--- src/include/oac_pkg.sv ---
// Package holding the constants and carrier types of the operand address decoder.
package oac_pkg;

  // --------------------------------------------------------------------------
  // Word layout
  // --------------------------------------------------------------------------
  localparam int WORD_W = 36;
  localparam int HALF_W = 18;
  localparam int SECT_W = 12;
  localparam int ADDR_W = SECT_W + HALF_W;
  localparam int ACN_W = 4;
  localparam int OPC_W = 9;
  localparam int OPC_LSB = 27;
  localparam int ACF_LSB = 23;
  localparam int IND_BIT = 22;
  localparam int XRF_LSB = 18;
  localparam int ADF_LSB = 0;
  localparam int AC_SEQ_N = 4;

  // --------------------------------------------------------------------------
  // Mode and opcode encodings
  // --------------------------------------------------------------------------
  localparam logic [1:0] MODE_IMM = 2'h1;
  localparam logic [1:0] MODE_SELF = 2'h3;
  localparam logic [OPC_W-1:0] IMM_LEFT_MASK = 9'h1FC;
  localparam logic [OPC_W-1:0] IMM_LEFT_VAL = 9'h084;
  localparam logic [OPC_W-1:0] OPC_EXEC_DEF = 9'h1FE;
  localparam logic [OPC_W-1:0] OPC_EXTEND_DEF = 9'h1FF;
  localparam logic [ACN_W-1:0] NO_XR = 4'h0;
  localparam logic [3:0] EXEC_DEPTH_MAX = 4'hF;

  // --------------------------------------------------------------------------
  // Carrier types
  // --------------------------------------------------------------------------
  typedef struct packed {
    logic [OPC_W-1:0] opcode;
    logic [1:0] mode;
    logic [ACN_W-1:0] ac_field;
    logic ac_used;
    logic [ACN_W-1:0] selected_accumulator;
    logic [AC_SEQ_N*ACN_W-1:0] ac_seq;
    logic [ADDR_W-1:0] ea;
    logic [HALF_W-1:0] e_r;
    logic [ADDR_W-1:0] ea_next;
    logic [WORD_W-1:0] imm_word;
    logic extended;
    logic [ADDR_W-1:0] first_word_eff_addr;
    logic [ADDR_W-1:0] second_word_eff_addr;
    logic [OPC_W-1:0] ext_opcode;
    logic executed;
  } oac_dec_t;

  typedef struct packed {
    logic req;
    logic [ADDR_W-1:0] addr;
  } oac_rd_req_t;

endpackage : oac_pkg

--- src/design/oac_ac_seq.sv ---
// Successive accumulator numbers counted from the accumulator field.
`timescale 1ns/1ps
module oac_ac_seq #(
  parameter int N = oac_pkg::AC_SEQ_N
) (
  input wire logic [oac_pkg::ACN_W-1:0] ac_field,
  output logic [N*oac_pkg::ACN_W-1:0] ac_seq
);

  // --------------------------------------------------------------------------
  // Modulo sixteen sequence
  // --------------------------------------------------------------------------
  // The four bit sum drops its carry, so the successor of 17 octal is 0.
  genvar i;
  generate
    for (i = 0; i < N; i++) begin : g_seq
      assign ac_seq[i*oac_pkg::ACN_W +: oac_pkg::ACN_W] = ac_field + oac_pkg::ACN_W'(i);
    end
  endgenerate

endmodule : oac_ac_seq

--- src/design/oac_decoder.sv ---
// Instruction fetch, effective address calculation and operand addressing.
`timescale 1ns/1ps
module oac_decoder #(
  parameter logic [oac_pkg::OPC_W-1:0] OPC_EXEC = oac_pkg::OPC_EXEC_DEF,
  parameter logic [oac_pkg::OPC_W-1:0] OPC_EXTEND = oac_pkg::OPC_EXTEND_DEF,
  parameter bit EXT_ADDR = 1'b1
) (
  input wire logic core_clk,
  input wire logic reset,
  input wire logic clk_en,
  input wire logic start,
  input wire logic [oac_pkg::ADDR_W-1:0] pc,
  input wire logic event_req,
  input wire logic [oac_pkg::ADDR_W-1:0] event_addr,
  input wire logic local_ref,
  output logic mem_rd_req,
  output logic [oac_pkg::ADDR_W-1:0] mem_rd_addr,
  input wire logic mem_rd_valid,
  input wire logic [oac_pkg::WORD_W-1:0] mem_rd_data,
  output logic xr_rd_req,
  output logic [oac_pkg::ACN_W-1:0] xr_rd_addr,
  input wire logic xr_rd_valid,
  input wire logic [oac_pkg::WORD_W-1:0] xr_rd_data,
  output logic busy,
  output logic dec_valid,
  output oac_pkg::oac_dec_t dec,
  output logic [oac_pkg::ADDR_W-1:0] resume_pc
);

  // --------------------------------------------------------------------------
  // State
  // --------------------------------------------------------------------------
  typedef enum logic [2:0] {S_IDLE, S_FETCH, S_CALC, S_XR, S_IND, S_OUT} oac_state_t;
  typedef enum logic [1:0] {P_INSTR, P_EXEC, P_EXTWORD} oac_purpose_t;

  oac_state_t state_ff, nxt_state;
  oac_purpose_t purpose_ff, nxt_purpose;
  logic [oac_pkg::WORD_W-1:0] inst_ff, nxt_inst;
  logic [oac_pkg::WORD_W-1:0] calc_ff, nxt_calc;
  logic [oac_pkg::ADDR_W-1:0] ea_ff, nxt_ea;
  logic [oac_pkg::ADDR_W-1:0] e0_ff, nxt_e0;
  logic [oac_pkg::OPC_W-1:0] ext_opc_ff, nxt_ext_opc;
  logic ext_ff, nxt_ext;
  logic exec_ff, nxt_exec;
  logic [3:0] depth_ff, nxt_depth;
  logic [oac_pkg::ADDR_W-1:0] ret_pc_ff, nxt_ret_pc;
  logic [oac_pkg::SECT_W-1:0] sect_ff, nxt_sect;
  logic mem_req_ff, nxt_mem_req;
  logic [oac_pkg::ADDR_W-1:0] mem_addr_ff, nxt_mem_addr;
  logic xr_req_ff, nxt_xr_req;
  logic [oac_pkg::ACN_W-1:0] xr_addr_ff, nxt_xr_addr;
  logic busy_ff, nxt_busy;
  logic valid_ff, nxt_valid;
  oac_pkg::oac_dec_t dec_ff, nxt_dec;

  // --------------------------------------------------------------------------
  // Field decode
  // --------------------------------------------------------------------------
  wire logic [oac_pkg::OPC_W-1:0] opcode = inst_ff[oac_pkg::OPC_LSB +: oac_pkg::OPC_W];
  wire logic [1:0] mode = opcode[1:0];
  wire logic [oac_pkg::ACN_W-1:0] ac_field = inst_ff[oac_pkg::ACF_LSB +: oac_pkg::ACN_W];
  wire logic calc_ind = calc_ff[oac_pkg::IND_BIT];
  wire logic [oac_pkg::ACN_W-1:0] calc_xr = calc_ff[oac_pkg::XRF_LSB +: oac_pkg::ACN_W];
  wire logic [oac_pkg::HALF_W-1:0] calc_y = calc_ff[oac_pkg::ADF_LSB +: oac_pkg::HALF_W];
  wire logic has_xr = calc_xr != oac_pkg::NO_XR;
  wire logic sect_zero = sect_ff == '0;
  wire logic is_exec = opcode == OPC_EXEC;
  wire logic is_extend = (opcode == OPC_EXTEND) && !ext_ff;
  wire logic imm_left = (opcode & oac_pkg::IMM_LEFT_MASK) == oac_pkg::IMM_LEFT_VAL;

  // --------------------------------------------------------------------------
  // Address arithmetic
  // --------------------------------------------------------------------------
  // Without extended addressing the section stays zero, so the in-section part is the whole address.
  wire logic [oac_pkg::SECT_W-1:0] start_sect = EXT_ADDR ? pc[oac_pkg::ADDR_W-1:oac_pkg::HALF_W] : '0;
  wire logic depth_full = depth_ff == oac_pkg::EXEC_DEPTH_MAX;
  wire logic [oac_pkg::HALF_W-1:0] indexed_y = calc_y + xr_rd_data[oac_pkg::HALF_W-1:0];
  wire logic [oac_pkg::HALF_W-1:0] e_r = ea_ff[oac_pkg::HALF_W-1:0];
  wire logic [oac_pkg::HALF_W-1:0] e_r_inc = e_r + oac_pkg::HALF_W'(1);
  wire logic wrap_local = sect_zero || local_ref || !EXT_ADDR;
  wire logic [oac_pkg::ADDR_W-1:0] ea_next = wrap_local ? {ea_ff[oac_pkg::ADDR_W-1:oac_pkg::HALF_W], e_r_inc}
    : ea_ff + oac_pkg::ADDR_W'(1);
  wire logic [oac_pkg::WORD_W-1:0] imm_word = imm_left ? {e_r, oac_pkg::HALF_W'(0)}
    : {oac_pkg::HALF_W'(0), e_r};
  wire logic ac_cond = mode == oac_pkg::MODE_SELF;
  wire logic ac_used = !(ac_cond && ac_field == '0);
  wire logic [oac_pkg::AC_SEQ_N*oac_pkg::ACN_W-1:0] ac_seq;

  oac_ac_seq #(
    .N(oac_pkg::AC_SEQ_N)
  ) u_ac_seq (
    .ac_field(ac_field),
    .ac_seq(ac_seq)
  );

  // --------------------------------------------------------------------------
  // Decoded result
  // --------------------------------------------------------------------------
  // The result is built from the latched words, plus the live local_ref input for ea_next, so every field reported
  // agrees with the address that was formed from them.
  oac_pkg::oac_dec_t out_dec;
  assign out_dec = '{
    opcode: opcode,
    mode: mode,
    ac_field: ac_field,
    ac_used: ac_used,
    selected_accumulator: ac_field,
    ac_seq: ac_seq,
    ea: ea_ff,
    e_r: e_r,
    ea_next: ea_next,
    imm_word: imm_word,
    extended: ext_ff,
    first_word_eff_addr: ext_ff ? e0_ff : ea_ff,
    second_word_eff_addr: ext_ff ? ea_ff : '0,
    ext_opcode: ext_ff ? ext_opc_ff : '0,
    executed: exec_ff
  };

  // --------------------------------------------------------------------------
  // Sequencer
  // --------------------------------------------------------------------------
  // The address words are latched copies, so nothing stored by the decoded
  // instruction can reach the address already being formed from them.
  always_comb begin
    nxt_state = state_ff;
    nxt_purpose = purpose_ff;
    nxt_inst = inst_ff;
    nxt_calc = calc_ff;
    nxt_ea = ea_ff;
    nxt_e0 = e0_ff;
    nxt_ext_opc = ext_opc_ff;
    nxt_ext = ext_ff;
    nxt_exec = exec_ff;
    nxt_depth = depth_ff;
    nxt_ret_pc = ret_pc_ff;
    nxt_sect = sect_ff;
    nxt_mem_req = 1'b0;
    nxt_mem_addr = mem_addr_ff;
    nxt_xr_req = 1'b0;
    nxt_xr_addr = xr_addr_ff;
    nxt_busy = busy_ff;
    nxt_valid = 1'b0;
    nxt_dec = dec_ff;
    case (state_ff)
      S_IDLE: begin
        if (event_req) begin
          nxt_mem_req = 1'b1;
          nxt_mem_addr = event_addr;
          nxt_ret_pc = pc;
          nxt_exec = 1'b1;
        end else if (start) begin
          nxt_mem_req = 1'b1;
          nxt_mem_addr = pc;
          nxt_ret_pc = pc + oac_pkg::ADDR_W'(1);
          nxt_exec = 1'b0;
        end
        if (event_req || start) begin
          nxt_sect = start_sect;
          nxt_purpose = P_INSTR;
          nxt_ext = 1'b0;
          nxt_depth = '0;
          nxt_busy = 1'b1;
          nxt_state = S_FETCH;
        end
      end
      S_FETCH: begin
        if (mem_rd_valid) begin
          nxt_calc = mem_rd_data;
          if (purpose_ff == P_EXTWORD) begin
            nxt_ext_opc = mem_rd_data[oac_pkg::OPC_LSB +: oac_pkg::OPC_W];
          end else begin
            nxt_inst = mem_rd_data;
          end
          nxt_state = S_CALC;
        end
      end
      S_CALC: begin
        nxt_ea = {sect_ff, calc_y};
        if (has_xr) begin
          nxt_xr_req = 1'b1;
          nxt_xr_addr = calc_xr;
          nxt_state = S_XR;
        end else if (calc_ind) begin
          nxt_mem_req = 1'b1;
          nxt_mem_addr = {sect_ff, calc_y};
          nxt_state = S_IND;
        end else begin
          nxt_state = S_OUT;
        end
      end
      S_XR: begin
        if (xr_rd_valid) begin
          nxt_ea = {sect_ff, indexed_y};
          if (calc_ind) begin
            nxt_mem_req = 1'b1;
            nxt_mem_addr = {sect_ff, indexed_y};
            nxt_state = S_IND;
          end else begin
            nxt_state = S_OUT;
          end
        end
      end
      S_IND: begin
        if (mem_rd_valid) begin
          nxt_calc = mem_rd_data;
          nxt_state = S_CALC;
        end
      end
      S_OUT: begin
        // Only a finished address lets the instruction take any further step.
        // A chain of execute words is cut at the depth limit, so a word that executes itself
        // cannot hang the decoder; the execute word at the limit is reported instead.
        if (is_exec && !depth_full) begin
          nxt_mem_req = 1'b1;
          nxt_mem_addr = ea_ff;
          nxt_exec = 1'b1;
          nxt_depth = depth_ff + 4'h1;
          nxt_purpose = P_EXEC;
          nxt_state = S_FETCH;
        end else if (is_extend) begin
          nxt_e0 = ea_ff;
          nxt_ext = 1'b1;
          nxt_mem_req = 1'b1;
          nxt_mem_addr = ea_ff;
          nxt_purpose = P_EXTWORD;
          nxt_state = S_FETCH;
        end else begin
          nxt_dec = out_dec;
          nxt_valid = 1'b1;
          nxt_busy = 1'b0;
          nxt_state = S_IDLE;
        end
      end
      default: begin
        nxt_state = S_IDLE;
        nxt_busy = 1'b0;
      end
    endcase
  end

  // --------------------------------------------------------------------------
  // Registers
  // --------------------------------------------------------------------------
  always_ff @(posedge core_clk) begin
    if (reset) begin
      state_ff <= S_IDLE;
      purpose_ff <= P_INSTR;
      inst_ff <= '0;
      calc_ff <= '0;
      ea_ff <= '0;
      e0_ff <= '0;
      ext_opc_ff <= '0;
      ext_ff <= 1'b0;
      exec_ff <= 1'b0;
      depth_ff <= '0;
      ret_pc_ff <= '0;
      sect_ff <= '0;
      mem_req_ff <= 1'b0;
      mem_addr_ff <= '0;
      xr_req_ff <= 1'b0;
      xr_addr_ff <= '0;
      busy_ff <= 1'b0;
      valid_ff <= 1'b0;
      dec_ff <= '0;
    end else if (clk_en) begin
      state_ff <= nxt_state;
      purpose_ff <= nxt_purpose;
      inst_ff <= nxt_inst;
      calc_ff <= nxt_calc;
      ea_ff <= nxt_ea;
      e0_ff <= nxt_e0;
      ext_opc_ff <= nxt_ext_opc;
      ext_ff <= nxt_ext;
      exec_ff <= nxt_exec;
      depth_ff <= nxt_depth;
      ret_pc_ff <= nxt_ret_pc;
      sect_ff <= nxt_sect;
      mem_req_ff <= nxt_mem_req;
      mem_addr_ff <= nxt_mem_addr;
      xr_req_ff <= nxt_xr_req;
      xr_addr_ff <= nxt_xr_addr;
      busy_ff <= nxt_busy;
      valid_ff <= nxt_valid;
      dec_ff <= nxt_dec;
    end
  end

  // --------------------------------------------------------------------------
  // Outputs
  // --------------------------------------------------------------------------
  assign mem_rd_req = mem_req_ff;
  assign mem_rd_addr = mem_addr_ff;
  assign xr_rd_req = xr_req_ff;
  assign xr_rd_addr = xr_addr_ff;
  assign busy = busy_ff;
  assign dec_valid = valid_ff;
  assign dec = dec_ff;
  assign resume_pc = ret_pc_ff;

endmodule : oac_decoder

--- config.mk ---
export PLATFORM = sky130hd
export DESIGN_NAME = oac_decoder
export DESIGN_NICKNAME = d
export VERILOG_FILES = /design/src/include/oac_pkg.sv /design/src/design/oac_ac_seq.sv /design/src/design/oac_decoder.sv
export SDC_FILE = /design/constraint.sdc
export NUM_CORES = 1
export LEC_CHECK = 0
export BUFFER_PORTS_ARGS = -buffer_cell sky130_fd_sc_hd__buf_2
export CORE_MARGIN = 10
export CORE_UTILIZATION = 56
export CTS_BUF_LIST = sky130_fd_sc_hd__clkbuf_4
export CTS_CLUSTER_DIAMETER = 100
export CTS_CLUSTER_SIZE = 10
export DETAILED_ROUTE_END_ITERATION = 16
export PLACE_DENSITY = 0.79
export REMOVE_ABC_BUFFERS = 1
export SLEW_MARGIN = 20
export SYNTH_ARGS = -nofsm -noshare
export SYNTH_HDL_FRONTEND = slang
export SYNTH_HIERARCHICAL = 1
export SYNTH_SLANG_ARGS = --single-unit
--- constraint.sdc ---
create_clock -name core_clk -period 2.6 [get_ports core_clk]
set_input_delay 0.39 -clock core_clk [delete_from_list [all_inputs] [get_ports core_clk]]
set_output_delay 0.39 -clock core_clk [all_outputs]
set_load 0.05 [all_outputs]
==> results.py <==
metrics = {
    "hold_path": {
        "holdPathEnd": "calc_ff[22]",
        "min_path_cells": 3,
        "min_path_type": "input pin to flip-flop",
        "min_from": "mem_rd_data[22]",
    },
    "floorplanning": {
        "row_count": 65,
        "die_area_um2": 39400,
        "design.core.area_um2": 31500,
        "start_util_pct": 56.7,
        "fp.dieH_um": 199,
        "ios": 429,
        "die_x_um": 199,
    },
    "placement": {
        "place.gp.congestion": 0.922,
        "hpwlAfterDp_mm": 44.1,
        "io_buffers": 410,
        "postPlaceCellArea_um2": 20300,
    },
    "timing": {
        "fin_crit_ns": 2.43,
        "fin_crit_sh_pct": 93.6,
        "timing.final.max_slew_violations": 0,
        "rsz0062_at_grt": "no",
        "fin_worst_skew_ns": 0.0481,
        "worst_slew_pin_slew_ns": 0.762,
        "max_clock_freq_mhz": 411,
        "setup_violations": 0,
        "slew_headroom_pct": 49.2,
        "hold_viol": 0,
    },
    "logic_synthesis": {
        "syn_inst": 2215,
        "synth-async-reset-ratio_pct": 0,
        "synth_edf_count": 0,
        "synth_cell_types": 72,
        "synth-seq-cells": 393,
        "yosysSeqAreaShare_pct": 44.1,
        "ys.flop_type": "dfxtp_1",
        "synth_area_um2": 17800,
        "synth_warnings": 6,
        "synth_area_per_cell_um2": 8.06,
    },
    "worst_setup_path": {
        "path_buf_inv": 1,
        "rrSetupSlack_ns": 0.17,
        "crit_arrival_ns": 3.06,
        "crit_family": "compound AO/OA/AOI/OAI gates",
        "reg2reg_from": "calc_ff[1]",
        "critical_path.max_fanout": 4,
        "rr_worst_depth": 9,
        "r2r-end": "mem_rd_addr[15]",
        "critPathMaxStageDelay_ns": 0.34,
        "critPathKind": "flip-flop to flip-flop",
        "path_cells": "buf_4 -> ha_1 -> a211oi_1 -> or2_1 -> a21o_1 -> o211ai_1 -> mux2i_1 -> a221o_1 -> a21oi_1",
        "crit_path_end_kind": "flip-flop",
        "required_ns": 3.23,
        "critPathLaunchType": "flip-flop",
        "critPathSlowestCell": "dfxtp_1",
    },
    "global_route": {
        "grt_max_degree": 129,
        "overflow": 0,
        "groute.usage.overall_pct": 29.1,
        "grt_pass1_vias": 16500,
        "grt_pass1_wl_mm": 92.6,
        "grt_antenna_before_repair": 6,
    },
    "final_layout": {
        "fill_cells": 2673,
        "finalNetCount": 2760,
        "fin_area_um2": 21200,
        "final_cell_mix": "nand2_1, buf_2, dfxtp_1",
        "final_util_pct": 67.4,
        "area_growth_pct": 18.9,
        "drive_above_1_share_pct": 23.3,
        "final_common_cell": "nand2_1",
    },
    "detailed_routing": {
        "avgViaCountPerCell": 5.80,
        "ant_nets": 0,
        "drc": 0,
        "num_vias": 17400,
        "first_pass_iters": 5,
        "wl_per_cell_um": 19.9,
        "dr.first_iter.drc_count": 1337,
        "wl_mm": 59.8,
    },
    "pwr": {
        "leakagePower_nw": 8.72,
        "power.density_nw_per_um2": 529,
        "ir_drop_mv": 0.390,
    },
    "clock_network": {
        "clock-sinks": 393,
        "clk_pin_slew_ns": 0.12,
        "cts_htree_levels": 2,
        "clk_latency_ns": 0.71,
        "cts_buffer_depth": 3,
        "tritoncts": "done",
        "cts_buffers": 45,
        "cts-root-buf": "clkbuf_4",
    },
    "outcome": {
        "status": "finished, final reports clean",
    },
    "flow_run": {
        "maxCapViolCount": 0,
    },
}
## final cells by class
class	count	area (um^2)	area share, %
Multi-Input combinational cell	1577	8920	42.0
Clock inverter	3	47.5	0.224
Tap cell	402	503	2.37
Antenna cell	3	7.51	0.0354
Clock buffer	46	345	1.63
Inverter	18	67.6	0.318
Timing Repair Buffer	560	3460	16.3
Sequential cell	393	7870	37.1
## power by group
| part | internal (mW) | leakage (nW) | switching [mW] |
|---|---|---|---|
| sequential | 6.19 | 3.18 | 0.138 |
| combinational | 0.642 | 5.30 | 1.36 |
| clock | 0.930 | 0.234 | 1.97 |
| total | 7.76 | 8.72 | 3.47 |
## cells by family (layout without fill, tap and decap cells)
family | count (synthesis) | in the layout | share of synthesized area, %
simple gates | 877 | 877 | 21.4
flops | 393 | 393 | 44.1
mux | 93 | 93 | 5.23
buf+inv | 245 | 627 | 6.35
compound gates | 509 | 509 | 17.6
fa+ha+maj | 25 | 25 | 1.79
xor+xnor | 73 | 73 | 3.58
other cells | 0 | 3 | 0
## Yosys cell counts (15+ instances only)
| cell type | n | area share (%) |
|---|---|---|
| nand3_1 | 96 | 2.7 |
| a221oi_1 | 15 | 0.74 |
| a21oi_1 | 275 | 7.7 |
| nor2_1 | 212 | 4.5 |
| and3_1 | 24 | 0.84 |
| nand4_1 | 17 | 0.60 |
| xnor2_1 | 31 | 1.5 |
| dfxtp_1 | 393 | 44 |
| o21ai_0 | 31 | 0.87 |
| clkbuf_1 | 125 | 2.6 |
| nand2_1 | 434 | 9.1 |
| buf_4 | 34 | 1.4 |
| ha_1 | 24 | 1.7 |
| xor2_1 | 42 | 2.1 |
| buf_2 | 55 | 1.5 |
| a211oi_1 | 119 | 5.0 |
| nor3_1 | 23 | 0.64 |
| mux2i_1 | 91 | 5.1 |
| inv_1 | 16 | 0.34 |
## through the flow
step	setup WS, ns	power, mW	hold WS [ns]	instances	TNS (ns)
floorplan	-13.31	7.60	0.421	1988	-2744.68
finish	0.166	11.2	0.0461	3002	0
CTS	0.0763	11.3	0.00493	2999	0
detailed placement	-0.0410	8.38	0.441	2901	-0.0912
global route	0.0448	11.7	0.0239	3000	0
global placement	-0.0615	8.35	0.435	2901	-0.152
## metal layers
layer  GRT usage [%]  routed length (um)  vias to the layer above
met3            6.78                5450                      138
met5               0                  56                        -
met1            36.8               24100                     8133
met2            47.5               28200                      760
met4            10.4                2050                        8
li1                -                   -                     8369
## worst max path at each step
stage / startpoint / endpoint / slack (ns) / depth (start not counted)
floorplan: ext_ff / dec[130] / -13.31 / 4
global placement: xr_rd_data[0] / ea_ff[12] / -0.06 / 12
detailed placement: xr_rd_data[0] / mem_rd_addr[16] / -0.04 / 11
CTS: calc_ff[0] / ea_ff[12] / 0.08 / 11
global route: calc_ff[0] / ea_ff[10] / 0.04 / 11
finish: calc_ff[1] / mem_rd_addr[15] / 0.17 / 9
## worst reg2reg max path, stage by stage (launching register included)
cell      delay, ns
dfxtp_1        0.34
buf_4          0.14
ha_1           0.29
a211oi_1       0.32
or2_1          0.27
a21o_1         0.18
o211ai_1       0.17
mux2i_1        0.18
a221o_1        0.33
a21oi_1        0.13
## repair_timing
item                                    CTS  global route
hold buffers                             49             0
endpoints found under the setup margin    1             9
endpoints found under the hold margin    58             0
setup buffers                             0             0
resized for setup                         1             6
pin swaps                                 0             1
## flip-flops by register name, indices dropped and copies added, names as in the netlist
register     count
resume_pc       30
purpose_ff       2
ea_ff           30
xr_rd_addr       4
mem_rd_addr     30
depth_ff         4
sect_ff         12
ext_opc_ff       9
ext_ff           1
inst_ff         13
mem_rd_req       1
calc_ff         23
e0_ff           30
dec            197
exec_ff          1
xr_rd_req        1
dec_valid        1
busy             1
state_ff         3
Power figures use the tool's default switching activity.
